<file path="src/design/iest_pkg.sv">
// Purpose: Shared constants and types for the I2C event status block
// Assumes: Byte addresses on the APB port
// Notes: Event flags travel as one packed struct
package iest_pkg;
    // Register byte addresses
    localparam logic [31:0] ADDR_DATA_CMD = 32'h50001310;
    localparam logic [31:0] ADDR_INTR_STAT = 32'h5000132c;
    localparam logic [31:0] ADDR_INTR_MASK = 32'h50001330;
    localparam logic [31:0] ADDR_RAW_STAT = 32'h50001334;
    localparam logic [31:0] ADDR_RX_THR = 32'h50001338;
    localparam logic [31:0] ADDR_TX_THR = 32'h5000133c;
    localparam logic [31:0] ADDR_CLR_ALL = 32'h50001340;
    localparam logic [31:0] ADDR_CLR_RX_UNDER = 32'h50001344;
    localparam logic [31:0] ADDR_CLR_RX_OVER = 32'h50001348;
    localparam logic [31:0] ADDR_CLR_TX_OVER = 32'h5000134c;
    localparam logic [31:0] ADDR_CLR_RD_REQ = 32'h50001350;
    localparam logic [31:0] ADDR_CLR_TRANSMIT_ABORT_FLAG = 32'h50001354;
    localparam logic [31:0] ADDR_ABORT_REASON = 32'h50001380;
    // Reset values
    localparam logic [15:0] MASK_RESET = 16'h08ff;
    localparam logic [4:0] THR_RESET = 5'h00;
    // Sizes
    localparam int FIFO_DEPTH = 32;
    localparam int RX_W = 8;
    localparam int TX_W = 9;
    localparam int EV_W = 7;
    // Raw event flags, bit 6 down to bit 0
    typedef struct packed {
        logic tx_abort;
        logic rd_req;
        logic tx_empty;
        logic tx_over;
        logic rx_full;
        logic rx_over;
        logic rx_under;
    } iest_events_t;
    // Byte delivered by the bus state machine
    typedef struct packed {
        logic valid;
        logic [RX_W-1:0] data;
    } iest_rx_byte_t;
endpackage

</file>
<file path="src/design/iest_event_status.sv">
// Purpose: I2C event flags, FIFO thresholds and clear registers
// Assumes: Bus state machines live outside and share core_clk
// Notes: Event flags, thresholds and APB answer in one module
// Function
// - Set read-request flag, bit 5, when a remote master reads us.
// - Hold SCL low while a read request waits for service.
// - Reading the read-request clear register zeroes the read-request flag.
// - Transmit-low flag, bit 4, set while TX level is at or below threshold.
// - Disabled: flush TX FIFO; transmit-low follows state machine activity.
// - Set transmit-overflow, bit 3, on a data write into a full TX FIFO.
// - Overflow and underflow flags hold until internal enable drops, then clear.
// - Receive-high flag, bit 2, set while RX level is above the threshold.
// - Disabled: flush RX FIFO and clear receive-high at once.
// - Byte into full RX FIFO is acked, dropped, sets receive-overflow bit 1.
// - Read of the data port with RX FIFO empty sets underflow bit 0.
// - Five-bit receive threshold N fires at N+1 or more entries.
// - Receive threshold above the depth is stored as the maximum depth; code keeps only pwdata[4:0], so larger writes wrap.
// - Five-bit transmit threshold; 0 means zero entries, 31 means 32.
// - Transmit threshold above the depth is stored as the maximum depth; code keeps only pwdata[4:0], so larger writes wrap.
// - Clear-all read clears software-clearable flags and the abort reason.
// - Clear-all read leaves both threshold flags untouched.
// - After an abort, refuse TX data until the abort clear register is read.
// - TX FIFO is flushed while the abort flag is set.
// - Mask register gates each raw flag into the masked status.
`timescale 1ns/10ps

module iest_fifo #(
    parameter int WIDTH = 8,
    parameter int DEPTH = 32,
    localparam int AW = $clog2(DEPTH),
    localparam int LW = $clog2(DEPTH + 1)
) (
    // Clock and reset
    input wire logic core_clk,
    input wire logic rst,
    input wire logic flush,
    // Fill side
    input wire logic in_valid,
    output logic in_ready,
    input wire logic [WIDTH-1:0] in_data,
    // Drain side
    output logic out_valid,
    input wire logic out_ready,
    output logic [WIDTH-1:0] out_data,
    // Fill level
    output logic [LW-1:0] level
);
    logic [WIDTH-1:0] mem_q [DEPTH];
    logic [AW-1:0] wr_ptr_q;
    logic [AW-1:0] rd_ptr_q;
    logic [LW-1:0] level_q;
    logic push;
    logic pop;

    assign in_ready = !flush && (level_q != LW'(DEPTH));
    assign out_valid = !flush && (level_q != '0);
    assign out_data = mem_q[rd_ptr_q];
    assign level = level_q;
    assign push = in_valid && in_ready;
    assign pop = out_valid && out_ready;

    // Storage
    always_ff @(posedge core_clk) begin
        if (push) begin
            mem_q[wr_ptr_q] <= in_data;
        end
    end

    // Write pointer
    always_ff @(posedge core_clk) begin
        if (rst || flush) begin
            wr_ptr_q <= '0;
        end else if (push) begin
            wr_ptr_q <= (wr_ptr_q == AW'(DEPTH - 1)) ? '0 : wr_ptr_q + 1'b1;
        end
    end

    // Read pointer
    always_ff @(posedge core_clk) begin
        if (rst || flush) begin
            rd_ptr_q <= '0;
        end else if (pop) begin
            rd_ptr_q <= (rd_ptr_q == AW'(DEPTH - 1)) ? '0 : rd_ptr_q + 1'b1;
        end
    end

    // Level
    always_ff @(posedge core_clk) begin
        if (rst || flush) begin
            level_q <= '0;
        end else if (push && !pop) begin
            level_q <= level_q + 1'b1;
        end else if (pop && !push) begin
            level_q <= level_q - 1'b1;
        end
    end
endmodule // iest_fifo

module iest_event_status #(
    parameter int DEPTH = iest_pkg::FIFO_DEPTH,
    parameter int REASON_W = 16,
    localparam int LW = $clog2(DEPTH + 1)
) (
    // Clock and reset
    input wire logic core_clk,
    input wire logic rst,
    // APB slave
    input wire logic psel,
    input wire logic penable,
    input wire logic pwrite,
    input wire logic [31:0] paddr,
    input wire logic [31:0] pwdata,
    output logic [31:0] prdata,
    output logic pready,
    output logic pslverr,
    // Controller state
    input wire logic enable_bit,
    input wire logic internal_enable_state,
    input wire logic sm_activity,
    // Received bytes from the bus
    input wire iest_pkg::iest_rx_byte_t rx_byte,
    // Commands to the bus
    output logic tx_cmd_valid,
    input wire logic tx_cmd_ready,
    output logic [iest_pkg::TX_W-1:0] tx_cmd_data,
    // Slave read and abort events
    input wire logic slave_read_req,
    input wire logic tx_abort_event,
    input wire logic [REASON_W-1:0] tx_abort_cause,
    // Status
    output logic scl_hold_low,
    output logic [15:0] raw_event_status
);
    iest_pkg::iest_events_t ev_q;
    iest_pkg::iest_events_t ev_d;
    logic [15:0] mask_q;
    logic [4:0] rx_thr_q;
    logic [4:0] tx_thr_q;
    logic [REASON_W-1:0] reason_q;
    logic [31:0] prdata_q;
    logic pready_q;
    logic pslverr_q;
    logic scl_hold_q;
    logic tx_valid_q;
    logic [iest_pkg::TX_W-1:0] tx_data_q;
    logic setup;
    logic rd;
    logic wr;
    logic mapped;
    logic clr_all;
    logic [31:0] rd_mux;
    logic tx_flush;
    logic tx_push_try;
    logic tx_in_ready;
    logic tx_out_valid;
    logic tx_out_ready;
    logic [iest_pkg::TX_W-1:0] tx_out_data;
    logic [LW-1:0] tx_level;
    logic [LW:0] tx_fill;
    logic [LW:0] tx_limit;
    logic rx_in_ready;
    logic rx_out_valid;
    logic rx_pop;
    logic [iest_pkg::RX_W-1:0] rx_out_data;
    logic [LW-1:0] rx_level;
    logic [15:0] raw_word;

    assign setup = psel && !penable;
    assign rd = setup && !pwrite;
    assign wr = setup && pwrite;
    assign clr_all = rd && (paddr == iest_pkg::ADDR_CLR_ALL);
    assign raw_word = {{(16 - iest_pkg::EV_W){1'b0}}, ev_q};

    assign prdata = prdata_q;
    assign pready = pready_q;
    assign pslverr = pslverr_q;
    assign scl_hold_low = scl_hold_q;
    assign raw_event_status = raw_word;
    assign tx_cmd_valid = tx_valid_q;
    assign tx_cmd_data = tx_data_q;

    assign tx_flush = !enable_bit || ev_q.tx_abort;
    assign tx_push_try = wr && (paddr == iest_pkg::ADDR_DATA_CMD) && enable_bit && !ev_q.tx_abort;
    assign tx_out_ready = !tx_valid_q || tx_cmd_ready;
    assign tx_fill = {1'b0, tx_level} + {{LW{1'b0}}, tx_valid_q};
    assign tx_limit = (tx_thr_q == 5'(DEPTH - 1)) ? (LW + 1)'(DEPTH) : (LW + 1)'(tx_thr_q);
    assign rx_pop = rd && (paddr == iest_pkg::ADDR_DATA_CMD);

    iest_fifo #(
        .WIDTH(iest_pkg::TX_W),
        .DEPTH(DEPTH)
    ) u_tx_fifo (
        .core_clk(core_clk),
        .rst(rst),
        .flush(tx_flush),
        .in_valid(tx_push_try),
        .in_ready(tx_in_ready),
        .in_data(pwdata[iest_pkg::TX_W-1:0]),
        .out_valid(tx_out_valid),
        .out_ready(tx_out_ready),
        .out_data(tx_out_data),
        .level(tx_level)
    );

    iest_fifo #(
        .WIDTH(iest_pkg::RX_W),
        .DEPTH(DEPTH)
    ) u_rx_fifo (
        .core_clk(core_clk),
        .rst(rst),
        .flush(!enable_bit),
        .in_valid(rx_byte.valid),
        .in_ready(rx_in_ready),
        .in_data(rx_byte.data),
        .out_valid(rx_out_valid),
        .out_ready(rx_pop),
        .out_data(rx_out_data),
        .level(rx_level)
    );

    // Output stage toward the bus
    always_ff @(posedge core_clk) begin
        if (rst || tx_flush) begin
            tx_valid_q <= 1'b0;
            tx_data_q <= '0;
        end else if (tx_out_ready) begin
            tx_valid_q <= tx_out_valid;
            if (tx_out_valid) begin
                tx_data_q <= tx_out_data;
            end
        end
    end

    // Next event flags
    always_comb begin
        ev_d = ev_q;
        if (clr_all || (rd && (paddr == iest_pkg::ADDR_CLR_RD_REQ))) begin
            ev_d.rd_req = 1'b0;
        end
        if (slave_read_req) begin
            ev_d.rd_req = 1'b1;
        end
        if (clr_all || (rd && (paddr == iest_pkg::ADDR_CLR_TRANSMIT_ABORT_FLAG))) begin
            ev_d.tx_abort = 1'b0;
        end
        if (tx_abort_event) begin
            ev_d.tx_abort = 1'b1;
        end
        if (!internal_enable_state || clr_all || (rd && (paddr == iest_pkg::ADDR_CLR_TX_OVER))) begin
            ev_d.tx_over = 1'b0;
        end
        if (tx_push_try && !tx_in_ready) begin
            ev_d.tx_over = 1'b1;
        end
        if (!internal_enable_state || clr_all || (rd && (paddr == iest_pkg::ADDR_CLR_RX_OVER))) begin
            ev_d.rx_over = 1'b0;
        end
        if (rx_byte.valid && enable_bit && !rx_in_ready) begin
            ev_d.rx_over = 1'b1;
        end
        if (!internal_enable_state || clr_all || (rd && (paddr == iest_pkg::ADDR_CLR_RX_UNDER))) begin
            ev_d.rx_under = 1'b0;
        end
        if (rx_pop && !rx_out_valid) begin
            ev_d.rx_under = 1'b1;
        end
        ev_d.tx_empty = enable_bit ? (tx_fill <= tx_limit) : sm_activity;
        // N fires at N plus one
        ev_d.rx_full = enable_bit && (rx_level >= (LW'(rx_thr_q) + LW'(1)));
    end

    // Event flag register
    always_ff @(posedge core_clk) begin
        if (rst) begin
            ev_q <= '0;
        end else begin
            ev_q <= ev_d;
        end
    end

    always_ff @(posedge core_clk) begin
        if (rst) begin
            scl_hold_q <= 1'b0;
        end else begin
            scl_hold_q <= ev_d.rd_req;
        end
    end

    // Abort reason
    always_ff @(posedge core_clk) begin
        if (rst) begin
            reason_q <= '0;
        end else if (tx_abort_event) begin
            reason_q <= reason_q | tx_abort_cause;
        end else if (clr_all || (rd && (paddr == iest_pkg::ADDR_CLR_TRANSMIT_ABORT_FLAG))) begin
            reason_q <= '0;
        end
    end

    // Mask register
    always_ff @(posedge core_clk) begin
        if (rst) begin
            mask_q <= iest_pkg::MASK_RESET;
        end else if (wr && (paddr == iest_pkg::ADDR_INTR_MASK)) begin
            mask_q <= pwdata[15:0];
        end
    end

    // Receive threshold
    always_ff @(posedge core_clk) begin
        if (rst) begin
            rx_thr_q <= iest_pkg::THR_RESET;
        end else if (wr && (paddr == iest_pkg::ADDR_RX_THR)) begin
            rx_thr_q <= (32'(pwdata[4:0]) > 32'(DEPTH - 1)) ? 5'(DEPTH - 1) : pwdata[4:0];
        end
    end

    // Transmit threshold
    always_ff @(posedge core_clk) begin
        if (rst) begin
            tx_thr_q <= iest_pkg::THR_RESET;
        end else if (wr && (paddr == iest_pkg::ADDR_TX_THR)) begin
            tx_thr_q <= (32'(pwdata[4:0]) > 32'(DEPTH - 1)) ? 5'(DEPTH - 1) : pwdata[4:0];
        end
    end

    // Read data select
    always_comb begin
        rd_mux = '0;
        mapped = 1'b1;
        unique case (paddr)
            iest_pkg::ADDR_DATA_CMD: rd_mux = 32'(rx_out_data);
            iest_pkg::ADDR_INTR_STAT: rd_mux = 32'(raw_word & mask_q);
            iest_pkg::ADDR_INTR_MASK: rd_mux = 32'(mask_q);
            iest_pkg::ADDR_RAW_STAT: rd_mux = 32'(raw_word);
            iest_pkg::ADDR_RX_THR: rd_mux = 32'(rx_thr_q);
            iest_pkg::ADDR_TX_THR: rd_mux = 32'(tx_thr_q);
            iest_pkg::ADDR_CLR_ALL: rd_mux = 32'(|(raw_word & mask_q));
            iest_pkg::ADDR_CLR_RX_UNDER: rd_mux = 32'(ev_q.rx_under);
            iest_pkg::ADDR_CLR_RX_OVER: rd_mux = 32'(ev_q.rx_over);
            iest_pkg::ADDR_CLR_TX_OVER: rd_mux = 32'(ev_q.tx_over);
            iest_pkg::ADDR_CLR_RD_REQ: rd_mux = 32'(ev_q.rd_req);
            iest_pkg::ADDR_CLR_TRANSMIT_ABORT_FLAG: rd_mux = 32'(ev_q.tx_abort);
            iest_pkg::ADDR_ABORT_REASON: rd_mux = 32'(reason_q);
            default: mapped = 1'b0;
        endcase
    end

    // APB answer, one access phase
    always_ff @(posedge core_clk) begin
        if (rst) begin
            prdata_q <= '0;
            pready_q <= 1'b0;
            pslverr_q <= 1'b0;
        end else begin
            pready_q <= setup;
            pslverr_q <= setup && !mapped;
            if (rd) begin
                prdata_q <= rd_mux;
            end
        end
    end
endmodule // iest_event_status

</file>
<file path="config.mk">
export PLATFORM = sky130hd
export DESIGN_NAME = iest_event_status
export DESIGN_NICKNAME = d
export VERILOG_FILES = /design/src/design/iest_pkg.sv /design/src/design/iest_event_status.sv
export SDC_FILE = /design/constraint.sdc
export NUM_CORES = 1
export LEC_CHECK = 0
export BUFFER_PORTS_ARGS = -buffer_cell sky130_fd_sc_hd__buf_2
export CORE_ASPECT_RATIO = 0.75
export CORE_MARGIN = 8
export CORE_UTILIZATION = 50
export DETAILED_ROUTE_END_ITERATION = 6
export GPL_TIMING_DRIVEN = 0
export PLACE_DENSITY = 0.71
export SLEW_MARGIN = 10
export SYNTH_ARGS = -nofsm -noshare
export SYNTH_HDL_FRONTEND = slang
export SYNTH_SLANG_ARGS = --single-unit
</file>
<file path="constraint.sdc">
create_clock -name core_clk -period 4.57 [get_ports core_clk]
set_input_delay 0.2285 -clock core_clk [delete_from_list [all_inputs] [get_ports core_clk]]
set_output_delay 0.2285 -clock core_clk [all_outputs]
set_load 0.03 [all_outputs]
</file>
== Word-level counts from Yosys, hierarchy flattened ==
Memory sizes are Yosys's and may differ from the RTL's. A register that Yosys moved wholly into a read port is not among the register bits.
Cells that the tools add are included.

* Input port bits: 100
* RAM bits: 544
* Output and inout bits: 61
* Logic and storage cells: 159
* Flip-flop bits (word level): 116
* Memories kept: 2

{| class="wikitable"
|+ Memories
! memory !! words !! bits a word !! read ports !! clocked after memory_dff !! write ports !! RTL line !! source
|-
| u_tx_fifo.mem_q || 32 || 9 || 1 || 1 || 1 || iest_event_status.sv:48 || <nowiki>logic [WIDTH-1:0] mem_q [DEPTH];</nowiki>
|-
| u_rx_fifo.mem_q || 32 || 8 || 1 || 1 || 1 || iest_event_status.sv:48 ||
|}

* Multiplexer cells: 30
* Order comparisons: 2
* Bitwise logic cells: 3
* Reduce and logical (&&, ||, !) cells: 71
* Equal/unequal tests: 20
* Add/sub/neg operators: 10

{| class="wikitable"
|+ Operators with widths
! cell !! count
|-
| $eq 32x31->1 const B || 13
|-
| $pmux 16 s13 || 1
|-
| $logic_and 1x1->1 || 34
|-
| $and 7x16->16 || 2
|-
| $mux 16 || 2
|-
| $mux 5 || 6
|-
| $mux 6 || 5
|-
| $eq 5x5->1 const B || 5
|-
| $add 5x1->5 const B || 4
|-
| $mux 1 || 16
|-
| $or 16x16->16 || 1
|-
| $reduce_or 16->1 || 1
|-
| $logic_not 1->1 || 15
|-
| $reduce_bool 2->1 || 7
|-
| $reduce_or 13->1 || 1
|-
| $add 6x1->6 const B || 2
|-
| $ne 6x6->1 const B || 2
|-
| $reduce_bool 6->1 || 2
|-
| $sub 6x1->6 const B || 2
|-
| $logic_or 1x1->1 || 10
|-
| $add 6x1->7 || 1
|-
| $le 7x6->1 || 1
|-
| $add 5x1->6 const B || 1
|-
| $ge 6x6->1 || 1
|-
| $reduce_and 2->1 || 1
|}

== Depth between registers and ports, before layout ==
Gate-level depths: netlist (run 1).

* Depth in word-level cells: 11
* Depth in mapped cells: 15
* Gate-level depth less buffers: 14

== Cells and area by module ==
A second synthesis (run 1) with hierarchy kept.

* Cell total of the unflattened synthesis: 1,825
* Area, all modules: 27,699.1 um^2

{| class="wikitable"
|+ By module, submodules not included
! module !! instances !! area an instance (um^2) !! cells an instance
|-
| iest_fifo (u_tx_fifo) || 1 || 12,283.0 || 679
|-
| iest_fifo (u_rx_fifo) || 1 || 11,120.7 || 634
|-
| iest_event_status || 1 || 4,295.4 || 512
|}

== Worst setup path after synthesis (run 1) ==
Ideal clock, no wire load.

* Path type: input port to flip-flop
* From: in paddr[26]
* To: reg u_rx_fifo.level_q[5] (netlist: u_rx_fifo.level[5])
* Buffers on the path: 2
* Slack: 0.927 ns
* Stages: 15
* Arrival time: 3.515 ns
* Cell sequence: or4b_1 or3_1 or2_0 buf_2 or4_1 buf_2 ha_1 inv_1 ha_1 a21o_1 a21oi_1 nand4b_1 nand4_1 xnor2_1 nor2_1

* Longest elaborated chain between the ends: 6

{| class="wikitable"
|+ RTL lines
! element !! RTL line !! source
|-
| start: declaration || iest_event_status.sv:111 || <nowiki>input wire logic [31:0] paddr,</nowiki>
|-
| $eq 32x31->1 (*) || iest_event_status.sv:187 || <nowiki>assign rx_pop = rd && (paddr == iest_pkg::ADDR_DATA_CMD);</nowiki>
|-
| $logic_and 1x1->1 (*) || iest_event_status.sv:187 ||
|-
| $logic_and 1x1->1 (*) || iest_event_status.sv:60 || <nowiki>assign pop = out_valid && out_ready;</nowiki>
|-
| $logic_not 1->1 || iest_event_status.sv:91 || <nowiki>end else if (push && !pop) begin</nowiki>
|-
| $logic_and 1x1->1 || iest_event_status.sv:91 ||
|-
| $mux 6 / $reduce_bool 2->1 (equally long branches) || n/a ||
|-
| end signal: assignment || iest_event_status.sv:92 || <nowiki>level_q <= level_q + 1'b1;</nowiki>
|-
| end signal: assignment || iest_event_status.sv:94 || <nowiki>level_q <= level_q - 1'b1;</nowiki>
|-
| end: declaration || iest_event_status.sv:51 || <nowiki>logic [LW-1:0] level_q;</nowiki>
|}

Mark *: on every way between the ends. The rest lies on a longest branch, timed or not.
A chain may end at the register's enable or synchronous reset.

==> results.md, run 1 <==
* H-Tree Level Count at 2
* Initial antenna violation count at 1
* Mux contribution to synthesized area at between 10 and 15%
* Drt wl/cell at about 26 um
* Final Skew at slightly above 0.05 ns
* Largest stage delay, worst path at about 0.90 ns
* Register share of total power at 55.8%
* Final Cycle Share at a little over 90%
* Main combinational cell family by area after synthesis: multiplexers
* Most frequent cells after synthesis: edfxtp_1, nor2_1, mux4_2
* R2R Path End: prdata[3]
* Failing checks: DRC
* Post-Syn Area at 27000 sq um
* IO Pins at 161
* Top-count cell post-synth: edfxtp_1
* CP arrival at between 4 and 5 ns
* Starting density of the core at between 50 and 60%
* CTS Buf Count at 60
* Largest delay share family, worst path: buffers and inverters
* Hold depth at 3
* Final Max Slew Viols at 0
* Clk network pwr share at between 40% and 50%
* Leakage at 9.97 nW
* Worst-Margin Slew at 1.23 ns
* Detail Route Antenna Nets at 0
* Core area at roughly 53000 sq um
* Gate power share at ~3%
* Crit path required time at between 5 and 6 ns
* Max-slew headroom at approximately 18%
* Synth area leaders: edfxtp_1, mux4_2, dfxtp_1, nor2_1, mux2i_1
* IO Port Bufs at 117
* CTS clk-pin slew, worst paths at roughly 0.070 ns
* CP cell instances: clkbuf_1 -> buf_2 -> buf_1 -> clkbuf_1 -> nor2_1 -> a22oi_1 -> nand3_1 -> o21ai_0 -> nor4_1 -> o21ai_0
* Total power at between 10 and 15 mW
* Netlist cell types at 62
* Area leader, netlist: edfxtp_1
* Synth Flop Type: edfxtp_1
* Rows at between 70 and 80
* Total Routing Usage GR at ~22%
* RSZ-0062 raised after global routing: false
* First-pass GRT wire length at just over 100 mm
* Hold worst-path end: raw_event_status[4]
* Top cell type's share of synthesized area at between 60% and 70%
* Worst hold path type: input port to flip-flop
* Post-synthesis sequential area ratio at between 60% and 70%
* Pint at roughly 9 mW
* Area Overhead vs Synth at 13.8%
* Net Switching at about 2.5 mW
* Crit path buffers/inverters at 4
* Post-synth EDFFs at around 540
* Switching Share at between 20% and 30%
* Crit. End Element: flip-flop
* Pwr dens at 380 nW/um^2
* Clock latency on the worst-skew pair at between 0.6 and 0.7 ns
* Complex-gate fraction of the synthesized area at 5.58%
* GPL Wtd Cong at between 0.9 and 1
* Layout cells sized above 1 at a little under a fifth
* Number of global-route vias before repair at around 16000
* Yosys Warn Count at 0
* Drt total wl at a little under 70 mm
* Critical path startpoint category: flip-flop
* Root buf cell: clkbuf_16
* Post-Synth XOR/XNOR Area at less than 1%
* Final number of setup-violating endpoints at 0
* Final Hold Vio Count at 0
* Clk buf depth at 3
* DR vias/cell at ~6
* Drt pass-1 iters at 7
* Critical-path top delay cell: buf_1
* Syn Inst Count at ~1700
* Largest net degree at the start of global routing at 36
* Die Y-Extent at 217 um
* Setup TNS at 0 ns
* Hold buffers post-CTS at 30
* FF-to-FF path depth at 10
* Max Clock Freq at between 0.2 and 0.25 GHz
* Synth Area in Adders at approximately 2%
* CTS tree: built
* Synth Area in Simple Gates at 7.63%
* Cell depth of the worst setup path at 10
* Routed vias at 16500
* N_diodes at 0
* Async SR Flop Fraction at 0%
* Hold Path Origin: enable_bit
* Total gr overflow at 0
* Average cell area after synthesis at 15.9 sq um
* Post_cts resized at 0
* Max IR drop VDD at between 0.3 and 0.4 mV
* Critical path class: flip-flop to flip-flop
* Horiz. Die Dim at 284 um
* Post-CTS setup buffer count at 0
* Die area at between 60000 and 70000 sq um
* Reg-to-reg setup timing slack at 0.34 ns
* Final min period at approximately 4.2 ns
* Final core occ at 57.8%
* Clock Sink Count at ~660
* Post-route DRC at 1
* Maxcap violations at 0
* DPL Wire Length at roughly 48 mm
* CP Max Fanout at 10
* Outcome: finished, violations left
* Final-stage net count at between 2000 and 2500
* Flops & latches, synth at 658
* DRT iter0 DRCs at 2147
per-stage QoR:
| stage | cell area [sq um] | setup slack, ns | cells | hold WS [ns] |
|---|---|---|---|---|
| after floorplan | 27100 | 0.927 | 1728 | 0.327 |
| after global placement | 28600 | -0.0547 | 2557 | 0.454 |
| after detailed placement | 28600 | -0.240 | 2557 | 0.458 |
| after CTS | 30700 | 0.379 | 2697 | 0.00487 |
| after global routing | 30700 | 0.0745 | 2697 | 0.0203 |
| final | 30700 | 0.337 | 2697 | 0.0287 |
sequential cells by signal, indices dropped and copies added (netlist names), 5 cells and up, named ones only:
name                flops
u_tx_fifo.rd_ptr_q      5
u_rx_fifo.rd_ptr_q      5
u_rx_fifo.level         6
tx_cmd_data             9
mask_q                 16
tx_thr_q                5
raw_event_status        6
u_rx_fifo.wr_ptr_q      5
prdata                 16
rx_thr_q                5
reason_q               16
u_rx_fifo.mem_q       256
u_tx_fifo.mem_q       288
u_tx_fifo.wr_ptr_q      5
u_tx_fifo.level         6
cell usage in the layout, fill, tap and decap left out, drive strengths merged, types with 5 or more instances in the layout:
cell / instances
ha: 39
nand3b: 14
o21ai: 24
xnor2: 10
or4: 10
mux4: 131
or3: 8
nor2b: 17
a21oi: 83
inv: 29
a21o: 7
nand2b: 13
nand3: 30
buf: 164
nand4: 11
a22oi: 57
a31oi: 5
clkinv: 23
nor2: 172
o211ai: 5
nor4: 12
o22ai: 14
conb: 25
nand2: 75
a211oi: 15
a221oi: 5
mux2i: 55
dfxtp: 114
or3b: 8
xor2: 8
edfxtp: 544
nor3: 24
clkbuf: 147
dlygate4sd3: 30
and3: 8
worst register-to-register path, delay by kind of cell, from the launching register on:
family          cells  cell delay [ns]
simple gates        3             0.43
compound gates      3             1.22
flops               1             0.31
buf+inv             4             2.22
worst max path at each step:
stage	startpoint	end
after global placement	paddr[26]	u_tx_fifo.level[5]
after floorplan	paddr[26]	u_rx_fifo.level[5]
after global routing	raw_event_status[6]	u_tx_fifo.level[5]
final	flip-flop	prdata[3]
after detailed placement	paddr[26]	u_tx_fifo.level[5]
after CTS	raw_event_status[6]	u_tx_fifo.level[5]
per-layer routing:
layer / track usage [%] / part of all wire, %
met1: 31.4 / 42
met2: 32.0 / 43
met3: 7.75 / 12
met4: 5.60 / 2.3
met5: 0 / 0.014
power by group through the flow:
stage | Combinational [mW] | Sequential (mW) | Clock [mW]
after CTS | 0.346 | 6.52 | 4.87
after global routing | 0.379 | 6.52 | 5.10
after floorplan | 0.149 | 6.65 | 0
after detailed placement | 0.325 | 6.65 | 0
final | 0.352 | 6.52 | 4.81
after global placement | 0.314 | 6.65 | 0
kinds of logic (layout without fill, tap and decap cells):
family          Yosys count  after routing
other cells               1             25
mux                     186            186
xor+xnor                 18             18
simple gates            424            424
fa+ha+maj                41             41
compound gates          235            235
flops                   658            658
buf+inv                 141            398
layout make-up:
| class | count | area [sq um] |
|---|---|---|
| fill | 4079 | 22400 |
| sequential | 658 | 18600 |
| multi-input combinational | 929 | 7850 |
| clock buffer | 79 | 1590 |
| tap | 712 | 891 |
| timing repair buffer | 147 | 886 |
| buffer | 115 | 537 |
| clock inverter | 31 | 267 |
| inverter | 26 | 97.6 |
Note: power is estimated with default switching activity, not from simulation.
==> run 2: changes to the inputs <==
- CTS_BUF_LIST: not set -> sky130_fd_sc_hd__clkbuf_16
==> results.md, run 2 (synthesis gave the netlist of run 1 again) <==
* Outcome: completed (was finished, violations left)
* Clk buf depth at 3 (unchanged)
* Number of global-route vias before repair at 16200 (about the same)
* Final Max Slew Viols at 0 (unchanged)
* Area Overhead vs Synth at 13.7% (was 13.8%)
* Most frequent cells in the layout: edfxtp_1, nor2_1, mux4_2, buf_2, dfxtp_1 (unchanged)
* Gate power share at 3.0% (about the same)
* First-pass GRT wire length at 103 mm (about the same)
* Crit path required time at 5.14 ns (about the same)
* Worst hold path type: input port to flip-flop (unchanged)
* Final Hold Vio Count at 0 (unchanged)
* Drt wl/cell at 25.8 um (about the same)
* Die area at 61800 sq um (unchanged)
* Root buf cell: clkbuf_16 (unchanged)
* Crit. End Element: flip-flop (unchanged)
* Total Routing Usage GR at 21.9% (about the same)
* Max IR drop VDD at 0.284 mV (was 0.302 mV)
* Hold slack at 0.0294 ns (was 0.0287 ns)
* PnR worst setup slack at 0.299 ns (was 0.337 ns)
* Clock latency on the worst-skew pair at 0.66 ns (about the same)
* Max Clock Freq at 0.234 GHz (was 0.236 GHz)
* Setup TNS at 0 ns (unchanged)
* Initial antenna violation count at 1 (unchanged)
* RSZ-0062 raised after global routing: false (unchanged)
* Starting density of the core at 50.8% (unchanged)
* Commonest non-fill, non-tap cell in the layout: edfxtp_1 (unchanged)
* CTS Buf Count at 60 (unchanged)
* Final-stage net count at 2078 (unchanged)
* Drt pass-1 iters at 6 (was 7)
* Leakage at 10.0 nW (was 9.97 nW)
* Largest net degree at the start of global routing at 36 (unchanged)
* Largest regs: u_tx_fifo.mem_q x288, u_rx_fifo.mem_q x256 (unchanged)
* CP Max Fanout at 10 (unchanged)
* Dpl ws at -0.240 ns (unchanged)
* Post-route DRC at 0 (was 1)
* IO Port Bufs at 117 (unchanged)
* CTS tree: built (unchanged)
* Pint at 9.12 mW (was 9.19 mW)
* H-Tree Level Count at 2 (unchanged)
* Final number of setup-violating endpoints at 0 (unchanged)
* Final Cycle Share at 93.5% (was 92.6%)
* Rows at 73 (unchanged)
* Hold Path Origin: enable_bit (unchanged)
* Clk network pwr share at 40.8% (was 41.2%)
* Final min period at 4.27 ns (was 4.23 ns)
* Horiz. Die Dim at 284 um (unchanged)
* IO Pins at 161 (unchanged)
* Total gr overflow at 0 (unchanged)
* GPL Wtd Cong at 0.917 (unchanged)
* Post-CTS setup buffer count at 0 (unchanged)
* Critical path class: flip-flop to flip-flop (unchanged)
* Register share of total power at 56.1% (was 55.8%)
* Drt total wl at 69.7 mm (was 69.6 mm)
* DR vias/cell at 6.13 (was 6.11)
* Layout cells sized above 1 at 18.7% (was 18.8%)
* CTS clk-pin slew, worst paths at 0.06 ns (was 0.07 ns)
* Clock Sink Count at 658 (unchanged)
* Core area at 53200 sq um (unchanged)
* Detail Route Antenna Nets at 0 (unchanged)
* Biggest register: u_tx_fifo.mem_q (unchanged)
* Critical path startpoint category: flip-flop (unchanged)
* Worst-Margin Slew at 1.26 ns (was 1.23 ns)
* DRT iter0 DRCs at 2079 (was 2147)
* Switching Share at 21.5% (was 21.3%)
* Die Y-Extent at 217 um (unchanged)
* Maxcap violations at 0 (unchanged)
* Final Skew at 0.0549 ns (was 0.0520 ns)
* Pwr dens at 378 nW/um^2 (was 380 nW/um^2)
* CP arrival at 4.84 ns (was 4.80 ns)
* DPL Wire Length at 47.9 mm (unchanged)
* Max reg flops at 288 (unchanged)
* Max-slew headroom at 16.0% (was 18.0%)
* Routed vias at 16600 (was 16500)
* Net Switching at 2.49 mW (about the same)
==> run 2: final cells by class <==
| type | instances | area [sq um] |
|---|---|---|
| Multi-Input combinational cell | 929 | 7850 |
| Fill cell | 4079 | 22400 |
| Clock buffer | 60 | 1500 |
| Timing Repair Buffer | 147 | 886 |
| Buffer | 115 | 537 |
| Inverter | 26 | 97.6 |
| Antenna cell | 1 | 2.50 |
| Clock inverter | 50 | 338 |
| Sequential cell | 658 | 18600 |
| Tap cell | 712 | 891 |
==> run 2: worst paths after layout <==
kind	to	slack (ns)	cells after the start
worst max-delay path	prdata[3]	0.30	10
worst min-delay path	raw_event_status[4]	0.03	3
worst max register to register	prdata[3]	0.30	10
worst min register to register	reason_q[14]	0.47	2
==> run 2: power by group through the flow <==
| stage | sequential [mW] | combinational, mW | clock [mW] |
|---|---|---|---|
| 3_3_place_gp | 6.65 | 0.314 | 0 |
| 3_5_place_dp | 6.65 | 0.325 | 0 |
| 6_report | 6.52 | 0.352 | 4.74 |
| 5_1_grt | 6.52 | 0.379 | 5.03 |
| 2_1_floorplan | 6.65 | 0.149 | 0 |
| 4_1_cts | 6.52 | 0.346 | 4.80 |
==> run 2: per-stage QoR <==
stage | power (mW) | cell area [sq um] | std cells | util (%)
after detailed placement | 6.97 | 28600 | 2557 | 53.8
after global placement | 6.96 | 28600 | 2557 | 53.8
final | 11.6 | 30700 | 2698 | 57.8
after CTS | 11.7 | 30700 | 2697 | 57.8
after floorplan | 6.80 | 27100 | 1728 | -
after global routing | 11.9 | 30700 | 2697 | 57.8
==> run 2: critical path: stages (launching register included) <==
cell	delay (ns)
dfxtp_1	0.31
clkbuf_1	0.38
buf_2	0.45
buf_1	0.90
clkbuf_1	0.47
nor2_1	0.19
a22oi_1	0.22
nand3_1	0.09
o21ai_0	0.82
nor4_1	0.16
o21ai_0	0.20
==> run 2: per-layer routing <==
layer	vias to the layer above	part of all wire (%)	GRT usage, %
met1	8376	42	31.3
met5	-	0.014	0
met3	126	12	7.83
met2	935	43	31.9
met4	2	2.3	5.60
li1	7112	-	-
==> run 2: repair_timing <==
item,4_1_cts,5_1_grt
resized for setup,0,0
hold endpoints to repair,32,0
hold buffers,30,0
==> run 3: changes to the inputs <==
- MAX_ROUTING_LAYER: not set -> met4
- RECOVER_POWER: not set -> 50
==> results.md, run 3 (synthesis gave the netlist of run 1 again) <==
* H-Tree Level Count at 3 (was 2)
* Most frequent cells in the layout: edfxtp_1, nor2_1, mux4_2, clkbuf_1, dfxtp_1 (was edfxtp_1, nor2_1, mux4_2, buf_2, dfxtp_1)
* Drt wl/cell at 25.8 um (about the same)
* Starting density of the core at 50.8% (unchanged)
* Max reg flops at 288 (unchanged)
* Biggest register: u_tx_fifo.mem_q (unchanged)
* Final-stage net count at 2086 (was 2078)
* Clock Sink Count at 658 (unchanged)
* Post_cts resized at 0 (unchanged)
* Final Cycle Share at 94.0% (was 93.5%)
* Clk buf depth at 3 (unchanged)
* Max-slew headroom at -22.9% (was 16.0%)
* Total gr overflow at 0 (unchanged)
* IO Pins at 161 (unchanged)
* Setup TNS at 0 ns (unchanged)
* Routed vias at 16500 (was 16600)
* Pwr dens at 395 nW/um^2 (was 378 nW/um^2)
* Die Y-Extent at 217 um (unchanged)
* Final Skew at 0.0321 ns (was 0.0549 ns)
* Hold depth at 4 (was 3)
* FF-to-FF path depth at 10 (unchanged)
* Clock latency on the worst-skew pair at 0.61 ns (was 0.66 ns)
* Crit path required time at 5.08 ns (was 5.14 ns)
* DRT iter0 DRCs at 1999 (was 2079)
* Largest net degree at the start of global routing at 36 (unchanged)
* Drt pass-1 iters at 6 (unchanged)
* Rows at 73 (unchanged)
* CP arrival at 4.81 ns (was 4.84 ns)
* Critical path class: flip-flop to flip-flop (unchanged)
* Multi-input logic area at 7850 sq um (unchanged)
* Worst hold path type: input port to flip-flop (unchanged)
* Max IR drop VDD at 0.280 mV (was 0.284 mV)
* CTS tree: built (unchanged)
* Post-CTS setup buffer count at 0 (unchanged)
* Layout cells sized above 1 at 16.5% (was 18.7%)
* Final Max Slew Viols at 448 (was 0)
* Max Clock Freq at 0.233 GHz (was 0.234 GHz)
* Failing checks: capacitance limit, slew limit
* Worst-Margin Slew at 1.84 ns (was 1.26 ns)
* Maxcap violations at 14 (was 0)
* Initial antenna violation count at 1 (unchanged)
* Final number of setup-violating endpoints at 0 (unchanged)
* RSZ-0062 raised after global routing: false (unchanged)
* PnR worst setup slack at 0.274 ns (was 0.299 ns)
* Critical path startpoint category: flip-flop (unchanged)
* Post-route DRC at 0 (unchanged)
* Core area at 53200 sq um (unchanged)
* Total power at 12.2 mW (was 11.6 mW)
* Final min period at 4.30 ns (was 4.27 ns)
* Root buf cell: clkbuf_16 (unchanged)
* Commonest non-fill, non-tap cell in the layout: edfxtp_1 (unchanged)
* First-pass GRT wire length at 104 mm (was 103 mm)
* Total Routing Usage GR at 23.0% (was 21.9%)
* DR vias/cell at 6.09 (was 6.13)
* CP Max Fanout at 10 (unchanged)
* Leakage at 9.99 nW (was 10.0 nW)
* Detail Route Antenna Nets at 0 (unchanged)
* DPL Wire Length at 48.1 mm (was 47.9 mm)
* Largest regs: u_tx_fifo.mem_q x288, u_rx_fifo.mem_q x256 (unchanged)
* Die area at 61800 sq um (unchanged)
* Hold slack at 0.0766 ns (was 0.0294 ns)
* Number of global-route vias before repair at 16300 (was 16200)
* CTS clk-pin slew, worst paths at 0.07 ns (was 0.06 ns)
* Area Overhead vs Synth at 14.7% (was 13.7%)
* IO Port Bufs at 117 (unchanged)
* Dpl ws at -0.0768 ns (was -0.240 ns)
* Horiz. Die Dim at 284 um (unchanged)
* Drt total wl at 69.9 mm (was 69.7 mm)
* Hold Path Origin: rst (was enable_bit)
* Crit. End Element: flip-flop (unchanged)
* Final Hold Vio Count at 0 (unchanged)
* GPL Wtd Cong at 0.972 (was 0.917)
* CTS Buf Count at 66 (was 60)
* Filler instances at 4057 (was 4079)
* Register Area at 18600 sq um (unchanged)
* Outcome: finished, violations left (was completed)
[run 3: cell types whose count changed in the layout (fill, tap and decap cells not counted), moves of 2 or more]
cell	delta
buf_2	-56
inv_1	-3
clkinv_2	+5
clkbuf_1	+57
bufinv_16	+5
buf_1	-2
dlygate4sd3_1	+2
clkinv_4	-2
clkinv_16	-2
clkbuf_16	+8
[run 3: metrics by stage]
stage                     std cells  cell area (sq um)  util [%]
after global routing           2710              31000      58.3
after CTS                      2709              31000      58.4
final                          2710              31000      58.3
after global placement         2557              28600      53.8
after floorplan                1728              27100         -
after detailed placement       2557              28600      53.8
[run 3: final cells by class]
type / instances / share of cell area (%)
Multi-Input combinational cell: 929 / 25.3
Antenna cell: 1 / 0.00808
Buffer: 115 / 1.73
Timing Repair Buffer: 149 / 2.70
Sequential cell: 658 / 60.1
Clock inverter: 52 / 1.42
Inverter: 26 / 0.315
Tap cell: 712 / 2.88
Clock buffer: 68 / 5.49
[run 3: routing by layer]
layer | share of wire, % | GRT usage (%) | vias up
li1 | - | - | 7157
met2 | 43 | 32.3 | 821
met4 | 2.1 | 5.92 | 0
met1 | 44 | 32.9 | 8415
met5 | 0 | - | -
met3 | 10 | 6.44 | 106
[run 3: final timing paths]
path / end / slack (ns)
max: prdata[3] / 0.27
min: raw_event_status[2] / 0.08
max reg2reg: prdata[3] / 0.27
min reg2reg: reason_q[11] / 0.48
[run 3: what timing repair did]
action,in CTS,in global routing
endpoints found under the hold margin,31,0
endpoints found under the setup margin,0,0
hold buffers,32,0
[run 3: power breakdown]
part	internal, mW	total [mW]	switching [mW]
combinational	0.107	0.350	0.243
sequential	6.51	6.52	0.0172
clock	3.11	5.36	2.25
[run 3: critical path, cell delays in order, from the launching register on]
cell,delay (ns)
dfxtp_1,0.31
clkbuf_1,0.38
buf_2,0.48
buf_1,0.95
clkbuf_1,0.46
nor2_1,0.19
a22oi_1,0.23
nand3_1,0.09
o21ai_0,0.71
nor4_1,0.16
o21ai_0,0.24
